### config.mk
export PLATFORM = sky130hd
export DESIGN_NAME = ccx_exec
export DESIGN_NICKNAME = d
export VERILOG_FILES = /design/src/verilog/ccx_pkg.sv /design/src/verilog/ccx_if.sv /design/src/verilog/ccx_alu.sv /design/src/verilog/ccx_exec.sv
export SDC_FILE = /design/constraint.sdc
export NUM_CORES = 1
export LEC_CHECK = 0
export BUFFER_PORTS_ARGS = -buffer_cell sky130_fd_sc_hd__buf_4
export CAP_MARGIN = 5
export CORE_ASPECT_RATIO = 1.4
export CORE_UTILIZATION = 40
export DETAILED_ROUTE_END_ITERATION = 8
export MAX_ROUTING_LAYER = met4
export PLACE_DENSITY = 0.63
export SKIP_CTS_REPAIR_TIMING = 1
export SYNTH_ARGS = -nofsm -noshare
export SYNTH_HDL_FRONTEND = slang
export SYNTH_SLANG_ARGS = --single-unit
### constraint.sdc
create_clock -name ref_clk_i -period 5.3 [get_ports ref_clk_i]
set_input_delay 1.325 -clock ref_clk_i [delete_from_list [all_inputs] [get_ports ref_clk_i]]
set_output_delay 1.325 -clock ref_clk_i [all_outputs]
set_load 0.05 [all_outputs]
### src/verilog/ccx_pkg.sv
// Purpose: Shared constants and types for the compare/clear/complement/adjust/decrement execute block.
// Assumes: 8-bit core, opcodes as fixed by the instruction set.
// Notes:   Opcode masks select the register and pointer forms.
package ccx_pkg;
  localparam logic [7:0] OP_CMP_DIR   = 8'hB5;
  localparam logic [7:0] OP_CMP_IMM   = 8'hB4;
  localparam logic [7:0] OP_CMP_IND   = 8'hB6;
  localparam logic [7:0] OP_CMP_REG   = 8'hB8;
  localparam logic [7:0] OP_CLR_A     = 8'hE4;
  localparam logic [7:0] OP_CLR_C     = 8'hC3;
  localparam logic [7:0] OP_CLR_BIT   = 8'hC2;
  localparam logic [7:0] OP_CPL_A     = 8'hF4;
  localparam logic [7:0] OP_CPL_C     = 8'hB3;
  localparam logic [7:0] OP_CPL_BIT   = 8'hB2;
  localparam logic [7:0] OP_DA_A      = 8'hD4;
  localparam logic [7:0] OP_DEC_A     = 8'h14;
  localparam logic [7:0] OP_DEC_DIR   = 8'h15;
  localparam logic [7:0] OP_DEC_IND   = 8'h16;
  localparam logic [7:0] OP_DEC_REG   = 8'h18;
  localparam logic [7:0] MASK_REG     = 8'hF8;
  localparam logic [7:0] MASK_IND     = 8'hFE;
  localparam logic [3:0] BCD_MAX      = 4'h9;
  localparam logic [7:0] ADJ_LO       = 8'h06;
  localparam logic [8:0] ADJ_HI       = 9'h060;
  localparam logic [7:0] ONE_BYTE     = 8'h01;
  localparam logic [15:0] RESET_PC    = 16'h0000;

  typedef enum logic [1:0] {
    CCX_DST_NONE = 2'h0,
    CCX_DST_ACC  = 2'h1,
    CCX_DST_REG  = 2'h3,
    CCX_DST_MEM  = 2'h2
  } ccx_dst_t;

  typedef struct packed {
    logic        valid;
    ccx_dst_t    dst;
    logic [7:0]  data;
    logic        bit_we;
    logic        bit_val;
    logic        cy_we;
    logic        cy;
    logic        branch;
    logic [15:0] target;
  } ccx_res_t;
endpackage : ccx_pkg

### src/verilog/ccx_if.sv
// Purpose: Carries a combinational result from the decoder to the registering top.
// Assumes: Single clock domain.
// Notes:   The producer drives res, the consumer samples it.
`timescale 1ns/1ps
`default_nettype none
interface ccx_if;
  ccx_pkg::ccx_res_t res;
  modport prod (output res);
  modport cons (input res);
endinterface : ccx_if
`default_nettype wire

### src/verilog/ccx_alu.sv
// Purpose: Combinational decode and arithmetic for the execute group.
// Assumes: Operands already fetched; port operands come from output latches.
// Notes:   No state; the top registers the result.
`timescale 1ns/1ps
`default_nettype none
module ccx_alu (
  input  wire logic [7:0]  opcode_i,
  input  wire logic [7:0]  acc_i,
  input  wire logic [7:0]  opa_i,
  input  wire logic [7:0]  opb_i,
  input  wire logic [7:0]  rel_i,
  input  wire logic        bit_i,
  input  wire logic        cy_i,
  input  wire logic        ac_i,
  input  wire logic [15:0] pc_next_i,
  input  wire logic        start_i,
  ccx_if.prod              res_if
);
  function automatic logic [7:0] dec8(input logic [7:0] v);
    dec8 = v - ccx_pkg::ONE_BYTE;
  endfunction : dec8

  function automatic logic is_form(input logic [7:0] op, input logic [7:0] base, input logic [7:0] mask);
    is_form = (op & mask) == base;
  endfunction : is_form

  logic [8:0] lo_sum;
  logic [8:0] hi_sum;
  logic       lo_fix;
  logic       cy_mid;
  logic       cmp_op;
  logic [7:0] cmp_a;

  always_comb begin
    res_if.res         = '0;
    res_if.res.target  = pc_next_i;
    lo_sum             = {1'b0, acc_i};
    hi_sum             = '0;
    lo_fix             = 1'b0;
    cy_mid             = cy_i;
    cmp_op             = 1'b0;
    cmp_a              = opa_i;
    res_if.res.valid   = start_i;
    case (opcode_i)
      ccx_pkg::OP_CMP_DIR, ccx_pkg::OP_CMP_IMM: begin
        cmp_op = 1'b1;
        cmp_a  = acc_i;
      end
      ccx_pkg::OP_CLR_A: begin
        res_if.res.dst  = ccx_pkg::CCX_DST_ACC;
        res_if.res.data = 8'h00;
      end
      ccx_pkg::OP_CLR_C: begin
        res_if.res.cy_we = 1'b1;
        res_if.res.cy    = 1'b0;
      end
      ccx_pkg::OP_CLR_BIT: begin
        res_if.res.bit_we  = 1'b1;
        res_if.res.bit_val = 1'b0;
      end
      ccx_pkg::OP_CPL_A: begin
        res_if.res.dst  = ccx_pkg::CCX_DST_ACC;
        res_if.res.data = ~acc_i;
      end
      ccx_pkg::OP_CPL_C: begin
        res_if.res.cy_we = 1'b1;
        res_if.res.cy    = ~cy_i;
      end
      ccx_pkg::OP_CPL_BIT: begin
        res_if.res.bit_we  = 1'b1;
        res_if.res.bit_val = ~bit_i;
      end
      ccx_pkg::OP_DA_A: begin
        lo_fix = (acc_i[3:0] > ccx_pkg::BCD_MAX) || ac_i;
        if (lo_fix) begin
          lo_sum = {1'b0, acc_i} + {1'b0, ccx_pkg::ADJ_LO};
        end
        cy_mid = cy_i | lo_sum[8];
        hi_sum = {1'b0, lo_sum[7:0]};
        if (cy_mid || (lo_sum[7:4] > ccx_pkg::BCD_MAX)) begin
          hi_sum = {1'b0, lo_sum[7:0]} + ccx_pkg::ADJ_HI;
        end
        res_if.res.dst   = ccx_pkg::CCX_DST_ACC;
        res_if.res.data  = hi_sum[7:0];
        res_if.res.cy_we = 1'b1;
        res_if.res.cy    = cy_mid | hi_sum[8];
      end
      ccx_pkg::OP_DEC_A: begin
        res_if.res.dst  = ccx_pkg::CCX_DST_ACC;
        res_if.res.data = dec8(acc_i);
      end
      ccx_pkg::OP_DEC_DIR: begin
        res_if.res.dst  = ccx_pkg::CCX_DST_MEM;
        res_if.res.data = dec8(opa_i);
      end
      default: begin
        if (is_form(opcode_i, ccx_pkg::OP_CMP_REG, ccx_pkg::MASK_REG) ||
            is_form(opcode_i, ccx_pkg::OP_CMP_IND, ccx_pkg::MASK_IND)) begin
          cmp_op = 1'b1;
        end else if (is_form(opcode_i, ccx_pkg::OP_DEC_REG, ccx_pkg::MASK_REG)) begin
          res_if.res.dst  = ccx_pkg::CCX_DST_REG;
          res_if.res.data = dec8(opa_i);
        end else if (is_form(opcode_i, ccx_pkg::OP_DEC_IND, ccx_pkg::MASK_IND)) begin
          res_if.res.dst  = ccx_pkg::CCX_DST_MEM;
          res_if.res.data = dec8(opa_i);
        end else begin
          res_if.res.valid = 1'b0;
        end
      end
    endcase
    if (cmp_op) begin
      // Operands are only read, never written back.
      res_if.res.cy_we  = 1'b1;
      res_if.res.cy     = cmp_a < opb_i;
      res_if.res.branch = cmp_a != opb_i;
      if (cmp_a != opb_i) begin
        res_if.res.target = pc_next_i + {{8{rel_i[7]}}, rel_i};
      end
    end
    if (!start_i) begin
      res_if.res = '0;
      res_if.res.target = pc_next_i;
    end
  end
endmodule : ccx_alu
`default_nettype wire

### src/verilog/ccx_exec.sv
// Purpose: Execute stage for compare-branch, clear, complement, decimal adjust and decrement.
// Assumes: The fetch side supplies the opcode, operands and incremented program counter
//          together with a one-cycle start pulse; port operands are taken from output latches.
// Notes:   Results appear one cycle after start; done and the write strobes last one cycle, while data, bit, carry and pc stand until the next start.
// Functional notes
// - Branch to next PC plus displacement when unequal.
// - Carry set when first below second unsigned.
// - Four compare forms, register form masked.
// - Clear accumulator, flags untouched.
// - Clear carry or addressed bit only.
// - Complement accumulator, flags untouched.
// - Complement carry or addressed bit only.
// - Port read-modify-write uses output latch value.
// - Low nibble add six, carry only set.
// - High nibble add six, carry only set.
// - Decimal adjust completes in one cycle.
// - Decrement wraps zero to all ones.
// - Decrement forms: accumulator, register, direct, indirect.
`timescale 1ns/1ps
`default_nettype none
module ccx_exec (
  input  wire logic        ref_clk_i,
  input  wire logic        rst_i,
  input  wire logic        start_i,
  input  wire logic [7:0]  opcode_i,
  input  wire logic [7:0]  acc_i,
  input  wire logic [7:0]  opa_i,
  input  wire logic [7:0]  opb_i,
  input  wire logic [7:0]  rel_i,
  input  wire logic        bit_i,
  input  wire logic        cy_i,
  input  wire logic        aux_carry_flag_i,
  input  wire logic [15:0] pc_next_i,
  output logic             done_o,
  output logic             acc_we_o,
  output logic             reg_we_o,
  output logic             mem_we_o,
  output logic [7:0]       data_o,
  output logic             bit_we_o,
  output logic             bit_o,
  output logic             cy_we_o,
  output logic             cy_o,
  output logic             branch_o,
  output logic [15:0]      pc_o
);
  typedef struct packed {
    ccx_pkg::ccx_res_t res;
  } ccx_state_t;

  ccx_state_t state_q;
  ccx_state_t state_d;
  ccx_if      res_bus ();

  ccx_alu u_alu (
    .opcode_i  (opcode_i),
    .acc_i     (acc_i),
    .opa_i     (opa_i),
    .opb_i     (opb_i),
    .rel_i     (rel_i),
    .bit_i     (bit_i),
    .cy_i      (cy_i),
    .ac_i      (aux_carry_flag_i),
    .pc_next_i (pc_next_i),
    .start_i   (start_i),
    .res_if    (res_bus.prod)
  );

  // Result values are held between starts so the core may sample them late; valid lasts one cycle.
  always_comb begin
    state_d = state_q;
    state_d.res.valid = 1'b0;
    if (start_i) begin
      state_d.res = res_bus.res;
    end
  end

  always_ff @(posedge ref_clk_i) begin
    if (rst_i) begin
      state_q            <= '0;
      state_q.res.target <= ccx_pkg::RESET_PC;
    end else begin
      state_q <= state_d;
    end
  end

  assign done_o   = state_q.res.valid;
  assign acc_we_o = state_q.res.valid && (state_q.res.dst == ccx_pkg::CCX_DST_ACC);
  assign reg_we_o = state_q.res.valid && (state_q.res.dst == ccx_pkg::CCX_DST_REG);
  assign mem_we_o = state_q.res.valid && (state_q.res.dst == ccx_pkg::CCX_DST_MEM);
  assign data_o   = state_q.res.data;
  assign bit_we_o = state_q.res.valid && state_q.res.bit_we;
  assign bit_o    = state_q.res.bit_val;
  assign cy_we_o  = state_q.res.valid && state_q.res.cy_we;
  assign cy_o     = state_q.res.cy;
  assign branch_o = state_q.res.valid && state_q.res.branch;
  assign pc_o     = state_q.res.target;
endmodule : ccx_exec
`default_nettype wire

After elaboration in Yosys (flattened, before gate mapping)
Cells that the tools add are included.
{"block": "op_classes", "n_addsub": 5, "n_lt_le_gt_ge": 3, "eq_ne": 19, "muxes": 18, "bitwise": 6, "reduce_logical": 14}
{"operator": "$eq 8x8->1 const B", "count": 9}
{"operator": "$pmux 10 s6", "count": 1}
{"operator": "$mux 9", "count": 4}
{"operator": "$mux 10", "count": 2}
{"operator": "$mux 19", "count": 1}
{"operator": "$add 16x16->16", "count": 1}
{"operator": "$eq 8x5->1 const B", "count": 2}
{"operator": "$mux 16", "count": 1}
{"operator": "$sub 8x1->8 const B", "count": 2}
{"operator": "$mux 11", "count": 1}
{"operator": "$reduce_or 11->1", "count": 1}
{"operator": "$add 8x3->9 const B", "count": 1}
{"operator": "$add 8x7->9 const B", "count": 1}
{"operator": "$reduce_or 9->1", "count": 1}
{"operator": "$gt 4x4->1 const B", "count": 2}
{"operator": "$lt 8x8->1", "count": 1}
{"operator": "$mux 8", "count": 1}
{"operator": "$ne 8x8->1", "count": 1}
{"operator": "$not 8->8", "count": 1}
{"operator": "$eq 7x4->1 const B", "count": 1}
{"operator": "$eq 7x7->1 const B", "count": 1}
{"operator": "$logic_and 1x1->1", "count": 6}
{"operator": "$pmux 2 s3", "count": 1}
{"operator": "$reduce_or 6->1", "count": 1}
{"operator": "11 further kinds", "count": 21}
{"block": "totals", "register_bits": 32, "elab_cells": 74}

Depth between registers and ports, before layout
Gate-level depths: netlist (run 1).
{"block": "logic_depth", "ltp_word": 11, "depth_mapped": 15, "mapped_depth_nobuf": 12}

Modules after synthesis
From an unflattened synthesis (run 1), not the netlist that was laid out.
{"block": "hier_totals", "hier_cells": 515, "area_unflattened_um2": 3796.1}
{"mod": "ccx_alu", "instances": 1, "cells_per_inst": 382, "area_per_inst_um2": 2397.3, "seq_area_each_um2": 0.0}
{"mod": "ccx_exec", "instances": 1, "cells_per_inst": 133, "area_per_inst_um2": 1398.8, "seq_area_each_um2": 640.6}

Worst setup path after synthesis (run 1)
OpenSTA, ideal clock, no wires.
{"block": "synth_timing", "kind": "in2reg", "startpoint": "in opcode_i[5]", "endpoint": "reg state_q, in the netlist pc_o[0]", "setup_time_ps": 91, "arrival_time_ps": 4027, "required_ps": 5209, "path_slack_ps": 1182, "stages": 13, "path_cell_list": "buf_4 -> nand4b_1 -> or4b_1 -> clkbuf_1 -> clkbuf_1 -> nand2_1 -> o21ai_1 -> ha_1 -> nand4_1 -> o21ai_1 -> clkbuf_1 -> nand2_1 -> a311oi_1"}
{"block": "synth_via", "elab_chain_cells": 6, "word_cells_on_any_way": 22}
{"element": "start: declaration", "line_no": "ccx_exec.sv:25", "rtl": "input wire logic [7:0] opcode_i,"}
{"element": "$eq 8x8->1", "line_no": "ccx_alu.sv:44", "rtl": "case (opcode_i)"}
{"element": "$reduce_or 2->1"}
{"element": "$mux 8", "line_no": "ccx_alu.sv:44"}
{"element": "$ne 8x8->1", "line_no": "ccx_alu.sv:116", "rtl": "if (cmp_a != opb_i) begin"}
{"element": "$mux 16", "line_no": "ccx_alu.sv:116"}
{"element": "$mux 19 (*)", "line_no": "ccx_alu.sv:111", "rtl": "if (cmp_op) begin"}
{"element": "end signal: assignment", "line_no": "ccx_exec.sv:82", "rtl": "state_q <= state_d;"}
{"element": "end: declaration", "line_no": "ccx_exec.sv:50", "rtl": "ccx_state_t state_q;"}
Every way passes the cells marked *; elsewhere a longest branch is shown, timed or not.
A chain may end at the register's enable or synchronous reset.

Worst setup path in the final report (run 1)
{"block": "layout_timing", "startpoint": "in opcode_i[6]", "endpoint": "reg state_q, in the netlist pc_o[13]"}
The elaborated chain is that of the path after synthesis.

==> results of run 1 <==
-- power groups by stage --
stage,clock (mW),sequential (mW),combinational [mW]
2_1_floorplan,0,0.267,0.221
3_3_place_gp,0,0.269,0.306
3_5_place_dp,0,0.269,0.308
4_1_cts,0.354,0.264,0.310
5_1_grt,0.364,0.266,0.340
6_report,0.345,0.265,0.311
-- worst max-delay path by stage --
stage / to / slack (ns) / cells after the start
floorplan: pc_o[0]$_SDFFE_PP0P_ / 1.18 / 13
global route: pc_o[9]$_SDFFE_PP0P_ / 0.93 / 10
CTS: pc_o[13]$_SDFFE_PP0P_ / 1.16 / 10
detailed placement: pc_o[13]$_SDFFE_PP0P_ / 0.88 / 10
global placement: pc_o[13]$_SDFFE_PP0P_ / 0.92 / 10
finish: pc_o[13]$_SDFFE_PP0P_ / 1.13 / 10
-- kinds of logic (layout without fill, tap and decap cells) --
family,Yosys count,after routing,share of synthesized area (%)
AO/OA/AOI/OAI,124,124,25.2
XOR/XNOR,24,24,6.19
adder cells (fa/ha/maj),29,29,10.9
buffers and inverters,66,125,10.3
flip-flops,32,32,18.9
multiplexers,6,6,1.88
AND/OR/NAND/NOR,178,178,26.7
-- layout make-up --
| class | count | area share [%] |
|---|---|---|
| flip-flops and latches | 32 | 15.4 |
| well taps | 102 | 3.07 |
| clock buffers | 7 | 3.67 |
| repair buffers | 95 | 17.2 |
| clock inverters | 1 | 0.723 |
| multi-input cells | 361 | 58.0 |
| inverters | 22 | 1.99 |
-- layer usage --
metal	wire, um	vias up	track usage (%)
li1	-	1766	-
met1	3980	1634	25.7
met2	5090	111	41.8
met3	526	25	3.70
met4	434	0	11.1
met5	0	-	-
-- worst min-delay path, delay by kind of cell (launching register included) --
kind          cells  cell delay [ns]
simple gates      2             0.13
flops             1             0.30
-- cells in the mapped netlist (6+ instances only) --
cell type	instances	area (um^2)
nor2b_1	7	43.8
xnor2_1	17	149
nor2_1	58	218
o21ai_1	13	65.1
o211ai_1	6	45.0
clkbuf_1	15	56.3
and3_1	6	37.5
ha_1	28	350
inv_1	19	71.3
nor3_1	23	115
o21ai_0	8	40.0
a311oi_1	11	96.3
a211oi_1	10	75.1
nand3_1	6	30.0
xor2_1	7	61.3
dfxtp_1	32	641
nand2_1	36	135
o21a_1	8	60.1
a21oi_1	28	140
nand4_1	6	37.5
buf_4	25	188
-- state kept, by name, indices dropped and copies added (netlist names) --
signal   cells
pc_o        16
data_o       8
state_q      5
bit_o        1
cy_o         1
done_o       1
-- placed cells by master (no fill, tap or decap), types with 5 or more instances in the layout --
cell	n
buf_4	95
nor2_1	58
nand2_1	36
dfxtp_1	32
a21oi_1	28
ha_1	28
nor3_1	23
inv_1	19
xnor2_1	17
o21ai_1	13
a311oi_1	11
a211oi_1	10
o21a_1	8
o21ai_0	8
nor2b_1	7
xor2_1	7
nand4_1	6
and3_1	6
nand3_1	6
o211ai_1	6
and2_1	5
a21o_1	5
a31oi_1	5
clkbuf_16	5
-- per-stage QoR --
| step | cell area (um^2) | setup slack [ns] | total power, mW |
|---|---|---|---|
| after detailed placement | 3970 | 0.885 | 0.577 |
| after global placement | 3970 | 0.924 | 0.575 |
| after floorplan | 3400 | 1.18 | 0.488 |
| after CTS | 4160 | 1.16 | 0.929 |
| after global routing | 4160 | 0.933 | 0.969 |
| final | 4160 | 1.13 | 0.921 |
==> key figures, run 1 <==
Run status
  • Status: finished clean

Clock network
  • Clock Path Buffers: 2
  • CTS HTree Levels: 2
  • Clk sinks: 32
  • Clock transition at the registers of the reported paths: around 0.050 ns
  • Worst-Skew Late Latency: 0.27 ns
  • Num CTS Buffers: 5
  • Clock root cell: clkbuf_16
  • TritonCTS clock tree: built

Worst setup path
  • Cells on worst reg2reg path: 4
  • Worst Path Required: around 5.5 ns
  • Buffers plus inverters on the worst setup path: 1
  • Worst Setup Path Type: in2reg
  • Reg2Reg Launch Point: data_o[5]$_SDFFE_PP0P_
  • Critical Path Source: opcode_i[6]
  • Reg-to-Reg End: data_o[5]$_SDFFE_PP0P_
  • Element type at the critical path start: input port
  • Setup slack, reg-to-reg: around 4 ns
  • Critical path capture point type: flop
  • CP peak stage delay: 0.77 ns
  • WP data arrival: 4.35 ns
  • CP max-delay cell: or4b_1
  • Delay-heaviest family, CP: simple AND/OR/NAND/NOR gates
  • Crit-path cells: buf_4 > nand4b_1 > or4b_1 > mux2_1 > ha_1 > nand4_1 > o21a_1 > or3_1 > o21ai_1 > a311oi_1
  • CP Max Fanout: 17

Global routing
  • GR Overflow Total: 0
  • GRT Util Overall: 23.8%
  • Largest net degree at the start of global routing: between 50 and 60
  • Antenna violations before repair: 0
  • Number of global-route vias before repair: approximately 3400
  • First-pass GRT wire length: approximately 16000 um

Synthesis
  • Post-synthesis register bit count: 32
  • Ys async rst share: 0%
  • Top FF cell, synth: dfxtp_1
  • Post-synthesis sequential area ratio: between 10% and 20%
  • Number of distinct library cells after synthesis: 65
  • Number of synthesized flops with an enable pin: 0
  • Synthesized area: roughly 3400 um^2
  • Post-synth net total: 550
  • Synth warn: 0
  • Post-Syn Instances: approximately 460
  • Synth Area per Inst: roughly 7.4 um^2

STA
  • Slew at the pin with the worst max-slew slack: slightly below 0.7 ns
  • Final TNS setup: 0 ns
  • Setup-failing EPs final: 0
  • Hold WS: 0.476 ns
  • Worst slew margin: between 50% and 60%
  • Max Clk Rate: ~0.24 GHz
  • Final Hold Fails: 0
  • Final cycle utilization of the critical path: roughly 80%
  • Final setup skew: 0 ns
  • Slew Limit Fails: 0
  • RSZ-0062 raised after global routing: false
  • Final min period: 4.17 ns

Finish
  • Util after Layout: just over 50%
  • FF+latch area: roughly 640 um^2
  • Layout fillers: between 800 and 900
  • Non-Filler Instances: between 600 and 700
  • Area growth syn-to-layout: 22.3%
  • Diodes inserted: 0
  • Layout cells sized above 1: about 22%
  • Nets@finish: 608
  • Area occupied by multi-input gates: around 2400 um^2

Detailed routing
  • Routed len/inst: 16.2 um
  • 1st-iter DRT viols: 140
  • ANT nets after route: 0
  • Total number of vias: between 3000 and 4000
  • # DRC: 0
  • Drt via density: between 5 and 6
  • WL final: roughly 10000 um
  • 1st-pass router iterations: 4

Placement
  • DP Cell Count: about 610
  • Port Buffers: 94
  • Dpl hpwl: roughly 7900 um
  • Global placement routability congestion: between 0.9 and 1

Power
  • Comb pwr share: approximately 34%
  • Power density over cell area: ~220 nW/um^2
  • P_sw: just under 0.3 mW
  • Worst vdd ir: 0.168 mV
  • Leak: roughly 1.8 nW
  • Sw Ratio: 31.8%
  • Int Pwr: between 0.6 and 0.7 mW
  • Clk pwr share: between 30% and 40%
  • Sequential Power Share: about 29%

Job
  • Number of max-cap violations: 0

Floorplan
  • Core Area: roughly 8200 um^2
  • Die area: approximately 8900 um^2
  • Io pins: 95
  • Starting Density: between 40 and 50%
  • Die Ht: around 110 um
  • Die W: around 80 um
  • FP Rows: 39

Worst hold path
  • WHS Path Cells: 2
  • Worst min path class: reg2reg
  • Min-delay src: state_q[18]$_SDFFE_PP0P_
  • Worst Hold End: state_q[18]$_SDFFE_PP0P_
No activity file was read; power rests on OpenSTA's default activity.
==> run 2, diff against run 1 <==
PLACE_DENSITY = 0.65   (was 0.63)
clock period = 3.5 ns   (was 5.3 ns; I/O delays follow)
==> run 2 against run 1 <==
Net effect: clock power up 56%; register-to-register slack got worse by 1.8 ns; sequential power increased by 50%; critical path depth unchanged; sequential share of layout area decreased by 0.53 points; combinational power up 57%; setup slack got worse by 0.90 ns; design area up 3.6%; utilization is 1.8 points higher; die area unchanged; non-clock buffer count increased by 15; cell count grew 2.4%.
==> key figures, run 2 (synthesized netlist as in run 1, its figures left out) <==
Run status
  • Status: finished clean

Detailed routing
  • 1st-iter DRT viols: 196
  • Routed len/inst: ~16 um
  • WL final: approximately 10000 um
  • ANT nets after route: 0
  • # DRC: 0
  • 1st-pass router iterations: 4
  • Total number of vias: 3625
  • Drt via density: ~5.7

Worst setup path
  • Critical path capture point type: flop
  • Element type at the critical path start: input port
  • WP data arrival: 3.41 ns
  • Worst Path Required: roughly 3.6 ns
  • Setup slack, reg-to-reg: approximately 2.2 ns
  • Worst Setup Path Type: in2reg
  • CP Max Fanout: 14

STA
  • Final cycle utilization of the critical path: a little over 90%
  • Final setup skew: 0 ns
  • Slew Limit Fails: 0
  • Final min period: about 3.3 ns
  • Max Clk Rate: 0.306 GHz
  • Hold WS: roughly 0.48 ns
  • Worst slew margin: 60.7%
  • Setup-failing EPs final: 0
  • Slew at the pin with the worst max-slew slack: 0.587 ns
  • RSZ-0062 raised after global routing: false
  • Final Hold Fails: 0

Global routing
  • GR Overflow Total: 0
  • Antenna violations before repair: 0
  • First-pass GRT wire length: between 15000 and 20000 um
  • Largest net degree at the start of global routing: 46
  • GRT Util Overall: 24.2%
  • Number of global-route vias before repair: ~3500

Finish
  • Layout fillers: 823
  • Largest register FFs: 16
  • Layout cells sized above 1: between 20 and 30%
  • Diodes inserted: 0
  • Area growth syn-to-layout: 26.7%
  • Most frequent cells in the layout: 109 x buf_4, 58 x nor2_1, 36 x nand2_1, 32 x dfxtp_1
  • Most common cell after layout, fill and taps aside: buf_4
  • Nets@finish: 623
  • Non-Filler Instances: approximately 640

Floorplan
  • Io pins: 95
  • Core Area: approximately 8000 um^2
  • Starting Density: just over 40%
  • FP Rows: 39
  • Die W: around 80 um
  • Die area: ~9000 um^2
  • Die Ht: roughly 110 um

Power
  • Power density over cell area: around 330 nW/um^2
  • Total Power: 1.42 mW
  • Leak: between 1.5 and 2 nW
  • Worst vdd ir: about 0.25 mV

Placement
  • Port Buffers: 94
  • DP Cell Count: roughly 630
  • Dpl hpwl: ~8000 um
  • Global placement routability congestion: 0.892

Job
  • Number of max-cap violations: 0

Clock network
  • Clock Path Buffers: 2
  • Num CTS Buffers: 5
  • Worst-Skew Late Latency: ~0.28 ns
  • TritonCTS clock tree: built
  • Clock transition at the registers of the reported paths: ~0.050 ns
  • Clock root cell: clkbuf_16
  • Clk sinks: 32
  • CTS HTree Levels: 2

Worst hold path
  • Worst min path class: reg2reg
## run 2: changes by cell type in the layout (fill, tap and decap cells not counted), sizes merged
| cell | previous run | this run |
|---|---|---|
| buf | 95 | 110 |
## run 2: power breakdown
part	total [mW]	leakage [nW]	switching (mW)	internal, mW
Clock	0.537	0.0901	0.163	0.374
Sequential	0.398	0.264	0.0122	0.386
Combinational	0.488	1.55	0.287	0.201
## run 2: cell type report
type	instances	area [um^2]	share of cell area, %
Clock buffer	7	153	3.55
Clock inverter	1	30.0	0.698
Inverter	22	82.6	1.92
Multi-Input combinational cell	361	2430	56.5
Sequential cell	32	641	14.9
Tap cell	102	128	2.97
Timing Repair Buffer	110	838	19.5
## run 2: metal layers
metal	share of wire, %	wire length (um)	global-route usage, %	vias up
met5	0	0	-	-
met4	4.0	407	10.0	0
met3	5.4	559	3.37	31
met2	51	5210	43.2	130
met1	40	4100	26.2	1665
li1	-	-	-	1799
## run 2: final timing paths
kind                                 start                        to  depth (start not counted)
setup reg to reg    data_o[5]$_SDFFE_PP0P_    data_o[5]$_SDFFE_PP0P_                          4
hold reg to reg   state_q[20]$_SDFFE_PP0P_  state_q[20]$_SDFFE_PP0P_                          2
hold / removal    state_q[20]$_SDFFE_PP0P_  state_q[20]$_SDFFE_PP0P_                          2
setup / recovery               opcode_i[6]     pc_o[13]$_SDFFE_PP0P_                         10
## run 2: critical path, cell delays in order
cell and delay, ns:
buf_4 0.11, nand4b_1 0.21, or4b_4 0.59, mux2_1 0.34
ha_1 0.29, nand4_1 0.19, o21a_4 0.34, or3_1 0.31
o21ai_1 0.08, a311oi_1 0.06
## run 2: metrics by stage
stage,instance area (um^2),utilization (%),worst slack (ns),setup TNS (ns)
after global placement,4100,50.0,-0.162,-1.82
final,4300,52.5,0.230,0
after CTS,4280,52.3,0.0755,0
after floorplan,3400,-,0.00616,0
after global routing,4300,52.5,0.0311,0
after detailed placement,4100,50.0,-0.197,-2.32
==> run 3, diff against run 2 <==
GPL_ROUTABILITY_DRIVEN = 0   (was unset)
PLACE_DENSITY = 0.63   (was 0.65)
SLEW_MARGIN = 20   (was unset)
clock period = 3.2 ns   (was 3.5 ns; I/O delays follow)
==> run 3 against run 2 <==
Net effect: sequential power increased by 9.8%; clock power about the same; the flow now finishes with violations (setup timing); count of clock-buffer cells in the layout decreased by 1; utilization increased by 1.3 points; non-clock buffer count increased by 8; total power increased by 6.8%.
==> key figures, run 3 (synthesized netlist as in run 1, its figures left out) <==
Floorplan
  • Die W: roughly 80 um
  • Io pins: 95
  • Die Ht: roughly 110 um
  • Starting Density: 41.5%
  • Core Area: roughly 8200 um^2
  • Die area: about 8900 um^2
  • FP Rows: 39

Placement
  • DP Cell Count: 628
  • Area post-placement: 4130 um^2
  • Dpl hpwl: slightly below 8000 um
  • Port Buffers: 94

Finish
  • Most frequent cells in the layout: 111 x buf_4, 58 x nor2_1, 35 x nand2_1, 32 x dfxtp_1, 28 x a21oi_1
  • Area occupied by multi-input gates: roughly 2500 um^2
  • Layout fillers: about 760
  • Largest register FFs: 16
  • Util after Layout: a little over half
  • Area growth syn-to-layout: 29.9%
  • Non-Filler Instances: around 640
  • FF+latch area: 641 um^2
  • Diodes inserted: 0
  • Most common cell after layout, fill and taps aside: buf_4
  • Layout cells sized above 1: 28.1%
  • Nets@finish: roughly 630
  • Final instance area: between 4000 and 5000 um^2

Clock network
  • Worst-Skew Late Latency: between 0.2 and 0.3 ns
  • CTS HTree Levels: 2
  • Clock root cell: clkbuf_16
  • Clock Path Buffers: 2
  • Clk sinks: 32
  • Clock transition at the registers of the reported paths: 0.05 ns
  • Num CTS Buffers: 5
  • TritonCTS clock tree: built

Worst setup path
  • CP most frequent cell: buf_6
  • CP Max Fanout: 7
  • WP data arrival: 3.41 ns
  • Buffers plus inverters on the worst setup path: 2
  • Worst Path Required: roughly 3.3 ns
  • CP peak stage delay: approximately 0.57 ns
  • Delay-heaviest family, CP: simple AND/OR/NAND/NOR gates
  • Element type at the critical path start: input port
  • Worst Setup Path Type: in2reg
  • CP max-delay cell: or4b_4
  • Crit-path cells: buf_6 > nand4b_1 > or4b_4 > buf_6 > mux2_4 > ha_4 > nand4_1 > o21a_4 > or3_1 > o21ai_1 > a311oi_1
  • Critical path capture point type: flop
  • Setup slack, reg-to-reg: roughly 1.9 ns

Detailed routing
  • Drt via density: about 5.7
  • WL final: ~10000 um
  • # DRC: 0
  • ANT nets after route: 0
  • Total number of vias: about 3700
  • Routed len/inst: ~16 um
  • 1st-iter DRT viols: 227
  • 1st-pass router iterations: 5

STA
  • Final WS setup: -0.0855 ns
  • Setup-failing EPs final: 11
  • Slew at the pin with the worst max-slew slack: slightly below 0.6 ns
  • Worst slew margin: approximately three fifths
  • Max Clk Rate: roughly 0.30 GHz
  • Final cycle utilization of the critical path: 103%
  • Hold WS: roughly 0.47 ns
  • Final setup skew: 0 ns
  • RSZ-0062 raised after global routing: true
  • Final min period: approximately 3.3 ns
  • Final Hold Fails: 0
  • Slew Limit Fails: 0

Job
  • Number of max-cap violations: 0

Global routing
  • Number of global-route vias before repair: 3524
  • GRT Util Overall: 23.7%
  • GR Overflow Total: 0
  • GR Util met3: under 10%
  • First-pass GRT wire length: around 16000 um
  • Gr busiest metal: met2
  • M1 GR Usage: a little over a quarter
  • Largest net degree at the start of global routing: 55
  • Antenna violations before repair: 0
  • Routing usage on met2: between 40% and 50%

Power
  • Leak: approximately 2 nW
  • Sequential Power Share: roughly 29%
  • Sw Ratio: between 30% and 40%
  • P_sw: around 0.50 mW
  • Worst vdd ir: between 0.2 and 0.25 mV
  • Comb pwr share: a little over a third
  • Power density over cell area: 344 nW/um^2
  • Int Pwr: just over 1 mW
  • Clk pwr share: roughly 35%

Run status
  • Failing checks: setup timing
  • Status: finished, violations left

Worst hold path
  • Worst min path class: reg2reg
run 3: cell types whose count changed in the layout (fill, tap and decap cells not counted), moves of 2 or more:
| cell | delta |
|---|---|
| buf_6 | +5 |
| ha_1 | -3 |
| ha_4 | +3 |
| mux2_1 | -3 |
| o21ai_0 | -3 |
| buf_2 | +2 |
| buf_4 | +2 |
| clkbuf_8 | -2 |
| mux2_4 | +2 |
| o21ai_1 | +2 |
run 3: cell type report:
type	instances	share of cell area, %
clock buffer	6	2.92
clock inverter	2	0.794
inverter	22	1.87
multi-input combinational	361	56.6
sequential	32	14.5
tap	102	2.89
timing repair buffer	118	20.4
run 3: power by group through the flow:
| stage | Clock (mW) | Sequential (mW) | Combinational, mW |
|---|---|---|---|
| after global placement | 0 | 0.445 | 0.522 |
| final | 0.538 | 0.437 | 0.545 |
| after global routing | 0.563 | 0.439 | 0.596 |
| after CTS | 0.550 | 0.437 | 0.531 |
| after floorplan | 0 | 0.443 | 0.373 |
| after detailed placement | 0 | 0.445 | 0.528 |
run 3: worst min-delay path: stages (launching register included):
cell and delay, ns:
dfxtp_1 0.31, nand2_1 0.06, a21oi_1 0.05
run 3: layer usage:
layer | vias to the layer above | wire [um]
met2 | 146 | 4930
met1 | 1661 | 4150
met4 | 0 | 505
met5 | - | 0
li1 | 1813 | -
met3 | 37 | 597
run 3: path summary, 6_finish.rpt:
kind                                  from                        to  cells past startpoint
hold reg to reg   state_q[20]$_SDFFE_PP0P_  state_q[20]$_SDFFE_PP0P_                      2
setup / recovery               opcode_i[6]     pc_o[13]$_SDFFE_PP0P_                     11
hold / removal    state_q[20]$_SDFFE_PP0P_  state_q[20]$_SDFFE_PP0P_                      2
setup reg to reg    data_o[5]$_SDFFE_PP0P_    data_o[5]$_SDFFE_PP0P_                      4
run 3: through the flow:
step | worst slack, ns | setup TNS (ns) | power, mW
finish | -0.0855 | -0.464 | 1.52
global route | -0.188 | -2.19 | 1.60
CTS | -0.160 | -0.703 | 1.52
detailed placement | -0.445 | -5.17 | 0.972
global placement | -0.366 | -4.09 | 0.967
floorplan | -0.0644 | -0.411 | 0.816
